==> src/design/pcrc_pkg.sv <==
package pcrc_pkg;

  // ==========================================================================
  // sizes
  localparam int unsigned PCRC_NPERIPH  = 26;
  localparam int unsigned PCRC_NPRESENT = 32;
  localparam int unsigned PCRC_AW       = 8;

  // ==========================================================================
  // register byte offsets
  localparam logic [7:0] PCRC_OFF_RUN_EN    = 8'h00;
  localparam logic [7:0] PCRC_OFF_SLP_EN    = 8'h04;
  localparam logic [7:0] PCRC_OFF_SRST      = 8'h08;
  localparam logic [7:0] PCRC_OFF_GATING    = 8'h0c;
  localparam logic [7:0] PCRC_OFF_PRESENT   = 8'h10;
  localparam logic [7:0] PCRC_OFF_ACTIVE    = 8'h14;
  localparam logic [7:0] PCRC_OFF_IRQ_STAT  = 8'h18;
  localparam logic [7:0] PCRC_OFF_IRQ_MASK  = 8'h1c;
  localparam logic [7:0] PCRC_OFF_GLOBAL_ST = 8'h20;

  // ==========================================================================
  // fields and reset values
  localparam int unsigned PCRC_BIT_GATING    = 0;
  localparam int unsigned PCRC_BIT_IRQ_FAULT = 0;
  localparam int unsigned PCRC_BIT_IRQ_WAKE  = 1;
  localparam int unsigned PCRC_NIRQ          = 2;
  localparam logic [25:0] PCRC_RUN_RST       = 26'h0;
  localparam logic [25:0] PCRC_SLP_RST       = 26'h0;
  // default presence pattern: all 26 peripherals present, set per device by the parameter
  localparam logic [31:0] PCRC_PRESENT_DFLT  = 32'h03ff_ffff;

  // ==========================================================================
  // timing
  localparam int unsigned PCRC_EN_LAT_CYC  = 5;
  localparam int unsigned PCRC_RST_PULSE   = 4;
  localparam int unsigned PCRC_CNT_W       = 3;

  // ==========================================================================
  // carriers
  typedef struct packed {
    logic [25:0] clk_en;
    logic [25:0] rst_n;
  } pcrc_periph_t;

  typedef struct packed {
    logic [25:0] access;
    logic [25:0] wake;
  } pcrc_periph_in_t;

endpackage

==> src/design/pcrc_latency.sv <==
`timescale 1ns/100ps
// per-peripheral enable latency and reset pulse timer
module pcrc_latency
  import pcrc_pkg::*;
(
  // clock and reset
  input  wire logic pclk,
  input  wire logic presetn,
  // control
  input  wire logic run_en,
  input  wire logic srst_req,
  // status
  output logic      active,
  output logic      in_window,
  output logic      rst_n
);

  logic [PCRC_CNT_W-1:0] lat_reg;
  logic [PCRC_CNT_W-1:0] pulse_reg;

  // =========================================================================
  // enable latency: count five cycles after the enable write
  always_ff @(posedge pclk or negedge presetn) begin
    if (!presetn) begin
      lat_reg <= '0;
      active  <= 1'b0;
    end else if (!run_en) begin
      lat_reg <= '0;
      active  <= 1'b0;
    end else if (!active) begin
      if (lat_reg == PCRC_CNT_W'(PCRC_EN_LAT_CYC - 1)) begin
        active <= 1'b1;
      end else begin
        lat_reg <= lat_reg + 1'b1;
      end
    end
  end

  assign in_window = run_en && !active;

  // =========================================================================
  // reset pulse, self-releasing; run enable left untouched
  always_ff @(posedge pclk or negedge presetn) begin
    if (!presetn) begin
      pulse_reg <= '0;
    end else if (srst_req) begin
      pulse_reg <= PCRC_CNT_W'(PCRC_RST_PULSE);
    end else if (pulse_reg != '0) begin
      pulse_reg <= pulse_reg - 1'b1;
    end
  end

  assign rst_n = (pulse_reg == '0);

endmodule

==> src/design/pcrc_gate.sv <==
`timescale 1ns/100ps
// sleep-mode clock gating decision for one peripheral
module pcrc_gate (
  // inputs
  input  wire logic active,
  input  wire logic slp_en,
  input  wire logic gating_on,
  input  wire logic sleeping,
  // output
  output logic      clk_en
);

  // sleep enable only matters with the global switch on
  always_comb begin
    if (!active) begin
      clk_en = 1'b0;
    end else if (sleeping && gating_on) begin
      clk_en = slp_en;
    end else begin
      clk_en = 1'b1;
    end
  end

endmodule

==> src/design/pcrc_top.sv <==
`timescale 1ns/100ps
// How it works
// - After reset every run enable is clear and a disabled peripheral is neither clocked nor reachable.
// - A peripheral becomes active five cycles after the write that sets its run enable.
// - An access to a peripheral inside its enable latency answers with a bus fault.
// - A software reset request drives that peripheral's reset low for a short pulse, then releases it.
// - The reset pulse leaves the run enable set, so the peripheral keeps working from reset state.
// - With gating on and sleep enable clear, the peripheral clock stops while the processor sleeps.
// - A run-enabled peripheral stopped in sleep resumes with its state when run mode returns.
// - Sleep enables are kept while gating is off but do not affect clocking until it is on.
// - A peripheral with sleep enable set keeps its clock through sleep.
// - A peripheral clocked in sleep can raise a wake request that returns the processor to run.
// - A read-only presence mask says which peripherals exist in this device.
// - With gating off every peripheral is clocked in sleep as in run mode.
module pcrc_top
  import pcrc_pkg::*;
#(
  parameter logic [31:0] PRESENT_MASK = PCRC_PRESENT_DFLT
)(
  // clock and reset
  input  wire logic                    pclk,
  input  wire logic                    presetn,
  // apb slave
  input  wire logic                    psel,
  input  wire logic                    penable,
  input  wire logic                    pwrite,
  input  wire logic [PCRC_AW-1:0]      paddr,
  input  wire logic [31:0]             pwdata,
  output logic                         pready,
  output logic [31:0]                  prdata,
  output logic                         pslverr,
  // processor power state, same clock domain
  input  wire logic                    cpu_sleeping,
  output logic                         wake_req,
  // peripheral side
  input  wire pcrc_periph_in_t         periph_in,
  output pcrc_periph_t                 periph_out,
  output logic                         periph_fault,
  // interrupt
  output logic                         irq
);

  // ==========================================================================
  // registers
  logic [PCRC_NPERIPH-1:0] run_en_reg;
  logic [PCRC_NPERIPH-1:0] slp_en_reg;
  logic                    gating_reg;
  logic [PCRC_NPERIPH-1:0] srst_pulse;
  logic [PCRC_NIRQ-1:0]    irq_stat_reg;
  logic [PCRC_NIRQ-1:0]    irq_mask_reg;
  logic [PCRC_NPERIPH-1:0] active;
  logic [PCRC_NPERIPH-1:0] in_window;
  logic [PCRC_NPERIPH-1:0] rst_n;
  logic [PCRC_NPERIPH-1:0] clk_en;
  logic                    wr_en;
  logic                    rd_en;
  logic [31:0]             rd_mux;
  logic                    rd_err;
  logic                    fault_evt;
  logic                    wake_evt;

  // ==========================================================================
  // apb decode: a write lands only at the edge that completes the transfer,
  // so a held access phase never writes twice (strobes would repeat)
  assign wr_en = psel && penable && pwrite && pready;
  assign rd_en = psel && penable && !pwrite;

  // run enables, one bit per peripheral
  always_ff @(posedge pclk or negedge presetn) begin
    if (!presetn) begin
      run_en_reg <= PCRC_RUN_RST;
    end else if (wr_en && paddr == PCRC_OFF_RUN_EN) begin
      run_en_reg <= pwdata[PCRC_NPERIPH-1:0] & PRESENT_MASK[PCRC_NPERIPH-1:0];
    end
  end

  // sleep enables, kept whatever the global switch says
  always_ff @(posedge pclk or negedge presetn) begin
    if (!presetn) begin
      slp_en_reg <= PCRC_SLP_RST;
    end else if (wr_en && paddr == PCRC_OFF_SLP_EN) begin
      slp_en_reg <= pwdata[PCRC_NPERIPH-1:0];
    end
  end

  // global sleep gating switch
  always_ff @(posedge pclk or negedge presetn) begin
    if (!presetn) begin
      gating_reg <= 1'b0;
    end else if (wr_en && paddr == PCRC_OFF_GATING) begin
      gating_reg <= pwdata[PCRC_BIT_GATING];
    end
  end

  // soft reset request: write-one strobe, reads as zero
  always_ff @(posedge pclk or negedge presetn) begin
    if (!presetn) begin
      srst_pulse <= '0;
    end else if (wr_en && paddr == PCRC_OFF_SRST) begin
      srst_pulse <= pwdata[PCRC_NPERIPH-1:0];
    end else begin
      srst_pulse <= '0;
    end
  end

  // ==========================================================================
  // per-peripheral timers and gating
  genvar gi;
  generate
    for (gi = 0; gi < PCRC_NPERIPH; gi++) begin : g_periph
      pcrc_latency u_lat (
        .pclk      (pclk),
        .presetn   (presetn),
        .run_en    (run_en_reg[gi]),
        .srst_req  (srst_pulse[gi]),
        .active    (active[gi]),
        .in_window (in_window[gi]),
        .rst_n     (rst_n[gi])
      );
      pcrc_gate u_gate (
        .active    (active[gi]),
        .slp_en    (slp_en_reg[gi]),
        .gating_on (gating_reg),
        .sleeping  (cpu_sleeping),
        .clk_en    (clk_en[gi])
      );
    end
  endgenerate

  // ==========================================================================
  // peripheral outputs, registered
  always_ff @(posedge pclk or negedge presetn) begin
    if (!presetn) begin
      periph_out.clk_en <= '0;
      periph_out.rst_n  <= '0;
    end else begin
      periph_out.clk_en <= clk_en;
      periph_out.rst_n  <= rst_n;
    end
  end

  // access inside the latency window or to a disabled peripheral faults
  assign fault_evt = |(periph_in.access & (in_window | ~active));

  // wake only from a peripheral whose delivered clock is running
  assign wake_evt = cpu_sleeping && |(periph_in.wake & periph_out.clk_en);

  always_ff @(posedge pclk or negedge presetn) begin
    if (!presetn) begin
      periph_fault <= 1'b0;
      wake_req     <= 1'b0;
    end else begin
      periph_fault <= fault_evt;
      wake_req     <= wake_evt;
    end
  end

  // ==========================================================================
  // interrupts: sticky, write one to clear, set wins over clear
  always_ff @(posedge pclk or negedge presetn) begin
    if (!presetn) begin
      irq_stat_reg <= '0;
    end else begin
      for (int i = 0; i < PCRC_NIRQ; i++) begin
        if ((i == PCRC_BIT_IRQ_FAULT && fault_evt) || (i == PCRC_BIT_IRQ_WAKE && wake_evt)) begin
          irq_stat_reg[i] <= 1'b1;
        end else if (wr_en && paddr == PCRC_OFF_IRQ_STAT && pwdata[i]) begin
          irq_stat_reg[i] <= 1'b0;
        end
      end
    end
  end

  always_ff @(posedge pclk or negedge presetn) begin
    if (!presetn) begin
      irq_mask_reg <= '0;
    end else if (wr_en && paddr == PCRC_OFF_IRQ_MASK) begin
      irq_mask_reg <= pwdata[PCRC_NIRQ-1:0];
    end
  end

  always_ff @(posedge pclk or negedge presetn) begin
    if (!presetn) begin
      irq <= 1'b0;
    end else begin
      irq <= |(irq_stat_reg & irq_mask_reg);
    end
  end

  // ==========================================================================
  // read mux; unmapped addresses answer with pslverr
  always_comb begin
    rd_mux = '0;
    rd_err = 1'b0;
    unique case (paddr)
      PCRC_OFF_RUN_EN:    rd_mux[PCRC_NPERIPH-1:0] = run_en_reg;
      PCRC_OFF_SLP_EN:    rd_mux[PCRC_NPERIPH-1:0] = slp_en_reg;
      PCRC_OFF_SRST:      rd_mux = '0;
      PCRC_OFF_GATING:    rd_mux[PCRC_BIT_GATING] = gating_reg;
      PCRC_OFF_PRESENT:   rd_mux = PRESENT_MASK;
      PCRC_OFF_ACTIVE:    rd_mux[PCRC_NPERIPH-1:0] = active;
      PCRC_OFF_IRQ_STAT:  rd_mux[PCRC_NIRQ-1:0] = irq_stat_reg;
      PCRC_OFF_IRQ_MASK:  rd_mux[PCRC_NIRQ-1:0] = irq_mask_reg;
      PCRC_OFF_GLOBAL_ST: rd_mux[PCRC_NPERIPH-1:0] = clk_en;
      default:            rd_err = 1'b1;
    endcase
  end

  // registered answer: pready rises the cycle after the access phase begins
  always_ff @(posedge pclk or negedge presetn) begin
    if (!presetn) begin
      pready  <= 1'b0;
      prdata  <= '0;
      pslverr <= 1'b0;
    end else if (psel && penable && !pready) begin
      pready  <= 1'b1;
      prdata  <= rd_en ? rd_mux : '0;
      pslverr <= rd_err;
    end else begin
      pready  <= 1'b0;
      prdata  <= '0;
      pslverr <= 1'b0;
    end
  end

endmodule

==> config.mk <==
export PLATFORM = sky130hd
export DESIGN_NAME = pcrc_top
export DESIGN_NICKNAME = d
export VERILOG_FILES = /design/src/design/pcrc_pkg.sv /design/src/design/pcrc_latency.sv /design/src/design/pcrc_gate.sv /design/src/design/pcrc_top.sv
export SDC_FILE = /design/constraint.sdc
export NUM_CORES = 1
export LEC_CHECK = 0
export BUFFER_PORTS_ARGS = -buffer_cell sky130_fd_sc_hd__buf_4
export CORE_ASPECT_RATIO = 0.7
export CORE_MARGIN = 2
export CORE_UTILIZATION = 57
export CTS_BUF_LIST = sky130_fd_sc_hd__clkbuf_16
export DETAILED_ROUTE_END_ITERATION = 16
export GPL_TIMING_DRIVEN = 0
export PLACE_DENSITY = 0.78
export SETUP_SLACK_MARGIN = 0.3
export SKIP_LAST_GASP = 1
export SYNTH_ARGS = -nofsm -noshare
export SYNTH_HDL_FRONTEND = slang
export SYNTH_SLANG_ARGS = --single-unit
==> constraint.sdc <==
create_clock -name pclk -period 3.8 [get_ports pclk]
set_input_delay 0.19 -clock pclk [delete_from_list [all_inputs] [get_ports pclk]]
set_output_delay 0.19 -clock pclk [all_outputs]
set_load 0.02 [all_outputs]
==> parameters.txt <==
Parameter                              Value

Power
  Logic pwr share    23.0%
  Portion of total power attributed to sequential cells    about 45%
  Share of total power consumed by net switching    29.5%
  Leakage component of the power    9.57 nW
  Internal power component    roughly 7.2 mW
  Share of power burned in the clock network    32.1%
  Power Total    10.2 mW
  Largest vdd supply drop    about 0.42 mV
  Power density over cell area    515 nW/um2
  Switching power of the nets    3.02 mW

Layout
  Commonest non-fill, non-tap cells in the layout    dfrtp_1 (348), inv_1 (195), buf_4 (180)
  Util after Layout    between 60% and 70%
  Most frequent standard cell in the layout excluding fill and tap cells    dfrtp_1
  Share of layout cells above drive strength 1    16.0%
  Net count, final    1954
  Layout fillers    2097
  Layout area overhead    19.8%
  Final std cells w/o fill    2156

Timing
  Final clock period utilization by the worst path    66.3%
  Final critical path time including I/O delays and setup    between 2000 and 3000 ps
  Number of failing setup endpoints in the final timing report    0
  Relative slew slack    25.6%
  Post-Route Skew    about 14 ps
  Setup repair after global routing missed its margin    no
  Slew at the pin closest to its max-slew limit    1110 ps
  Post-Route Setup TNS    0 ps
  Highest Clock Rate    just under 400 MHz
  Total count of max-transition violations in the final report    0
  Worst hold slack    91.2 ps
  Number of hold violations in the final report    0

Placed design
  Final GP Congestion    0.869
  Final HPWL DP    28.7 mm
  Number of input and output port buffers inserted    172
  Placed insts    between 2000 and 2500

Worst setup path
  Critical Path Source Type    flip-flop
  Kind of critical path    reg -> reg
  Endpoint of the worst-slack reg-to-reg timing path    periph_out[27]
  Origin of the critical flop-to-flop path    gating_reg
  Worst path slowest cell    clkbuf_1
  Required time reported for the critical path endpoint    4170 ps
  Arrival time of the worst setup path    2890 ps
  Crit path capture type    flip-flop
  Reg2Reg Depth    5
  Crit path largest cell delay    680 ps
  Largest fanout on the critical path    10
  Worst-case register-to-register setup slack    1280 ps
  Cell Chain, Critical Path    nand2_1, clkbuf_1, clkbuf_1, nor2_1, nor2_1

Global route
  Global-route wire length before repair    63.9 mm
  Pin count of the biggest net entering global routing    125
  Number of global-route vias before repair    ~12000
  Global-route usage over all layers    a little over a quarter
  Initial antenna violation count    2
  Global route total overflow    0

Clock tree
  Clock latency reported for the late side of the worst-skew pair    540 ps
  Number of buffers inserted during clock tree synthesis    35
  Clock transition at the register clock pins on the worst setup and hold paths after CTS    approximately 70 ps
  CTS tree    yes
  Total clock sinks    348
  Clock Root Buffer    clkbuf_16
  Worst-case clock buffer depth    3
  Number of H-tree levels    2
  Post-cts repair resize count    0

Drt
  Top Layer Used    met4
  Routed length on met2    18.4 mm
  Via count of the routed design    12100
  Post-detailed-route DRC marker count    0
  Routed length per placed instance    18.6 um
  Router iterations before antenna repair    5
  Number of DRC violations after detailed-routing iteration 0    869
  Met3 wire len    3.42 mm
  DRT met1 WL    16.8 mm
  Number of vias per cell after detailed routing    5.62
  ANT nets after route    0
  WL final    between 40 and 50 mm

Synthesis
  Number of instances in the synthesized netlist    between 1500 and 2000
  Number of flops mapped to enable cells by yosys    0
  Mean instance size in the synthesized netlist    11.0 um2
  Number of distinct library cells after synthesis    between 60 and 70
  Async set-reset flop share out of synthesis    100%
  Synth warn    0
  Post-synthesis sequential area ratio    52.6%
  Syn Std Cell Area    around 17000 um2
  Count of state elements after synthesis    348
  Prevailing post-synth register cell    dfrtp_1

Floorplanning
  Die Wd    between 200 and 250 um
  Num rows    52
  Floorplan die area    30400 um2
  Top-level port count    approximately 190
  Starting utilization of the core area    57.5%
  Core Footprint    ~29000 um2
  Vertical extent of the die    147 um

Job
  Count of max-cap constraint violations    0

Worst hold path
  HP Start    paddr[6]
  Worst min path class    in -> reg
  Cell depth of the worst hold path    4
  Worst hold endpoint    prdata[1]

Outcome
  Status    finished, final reports clean
==> final cells by class <==
cell class              instances  area, um2  share of cell area (%)
well taps                     378        473                    2.39
inverters                     186        698                    3.52
clock inverters                25        170                   0.859
diodes                          2       5.00                  0.0253
repair buffers                207       1700                    8.59
flip-flops and latches        348       8710                    43.9
multi-input cells             927       6860                    34.6
plain buffers                  47        297                    1.50
clock buffers                  36        901                    4.55
==> power groups by stage <==
stage          registers (mW)  logic, mW  clock network [mW]
3_5_place_dp             4.65       2.34                   0
4_1_cts                  4.59       2.39                3.33
2_1_floorplan            4.74       1.50                   0
5_1_grt                  4.66       2.70                3.48
6_report                 4.59       2.35                3.28
3_3_place_gp             4.63       2.18                   0
==> critical path, delay by kind of cell (launching register included) <==
kind,cells,cell delay (ps)
buffers and inverters,2,1250
and+or+nand+nor,3,700
DFF,1,400
==> timing repair <==
item | CTS | global route
hold buffers | 32 | 0
endpoints found under the hold margin | 225 | 0
buffers inserted | 0 | 0
==> cell usage after synthesis (4+ instances only) <==
cell      count  area share, %
a211oi_1     27            1.2
a21o_1       17           0.77
a21oi_1     140            4.2
a22oi_1      19           0.86
a32o_1        6           0.36
a32oi_1      18           0.95
and2_1       52            2.0
and3_1        4           0.15
buf_2         7           0.21
buf_4         9           0.41
buf_6         6           0.41
clkbuf_1     20           0.45
dfrtp_1     348             53
ha_1        104            7.9
inv_1       186            4.2
mux2_1       20            1.4
mux2_2       15            1.0
mux2_4       20            1.8
nand2_1      15           0.34
nand2b_1     29            1.1
nand3_1       8           0.24
nand3b_1      7           0.32
nand4_1       4           0.15
nand4b_1      5           0.26
nor2_1      135            3.1
nor2b_1      63            2.4
nor3b_1      26            1.2
nor4bb_1     26            1.6
o211ai_1     18           0.82
o21ai_0      10           0.30
o21bai_1     16           0.73
o31ai_1      26            1.2
xnor2_1      52            2.8
==> routing by layer <==
layer	track usage, %	up-vias
met5	0	-
met4	11.8	0
met3	6.93	97
met2	41.2	460
met1	35.7	5969
li1	-	5591
==> logic make-up after synthesis <==
logic type	count (synthesis)	share of synthesized area (%)
fa+ha+maj	104	7.86
xor+xnor	52	2.75
compound gates	315	12.4
flops	348	52.6
other cells	1	0.0227
mux	57	4.32
buf+inv	233	6.01
simple gates	393	14.0
==> through the flow <==
step | area (um2) | setup slack (ps)
finish | 19800 | 1280
global route | 19800 | 1240
CTS | 19800 | 1410
detailed placement | 18400 | 1410
global placement | 18300 | -676
floorplan | 16600 | 2170
==> worst max path at each step <==
stage | start | end | slack (ps) | cells past startpoint
2_1_floorplan | paddr[3] | slp_en_reg[10] | 2170 | 6
3_3_place_gp | presetn | g_periph[13].u_lat.pulse_reg[0] | -680 | 1
3_5_place_dp | gating_reg | periph_out[27] | 1410 | 5
4_1_cts | periph_out[44] | wake_req | 1410 | 4
5_1_grt | gating_reg | periph_out[27] | 1240 | 5
6_report | gating_reg | periph_out[27] | 1280 | 5
Power figures use the tool's default switching activity.
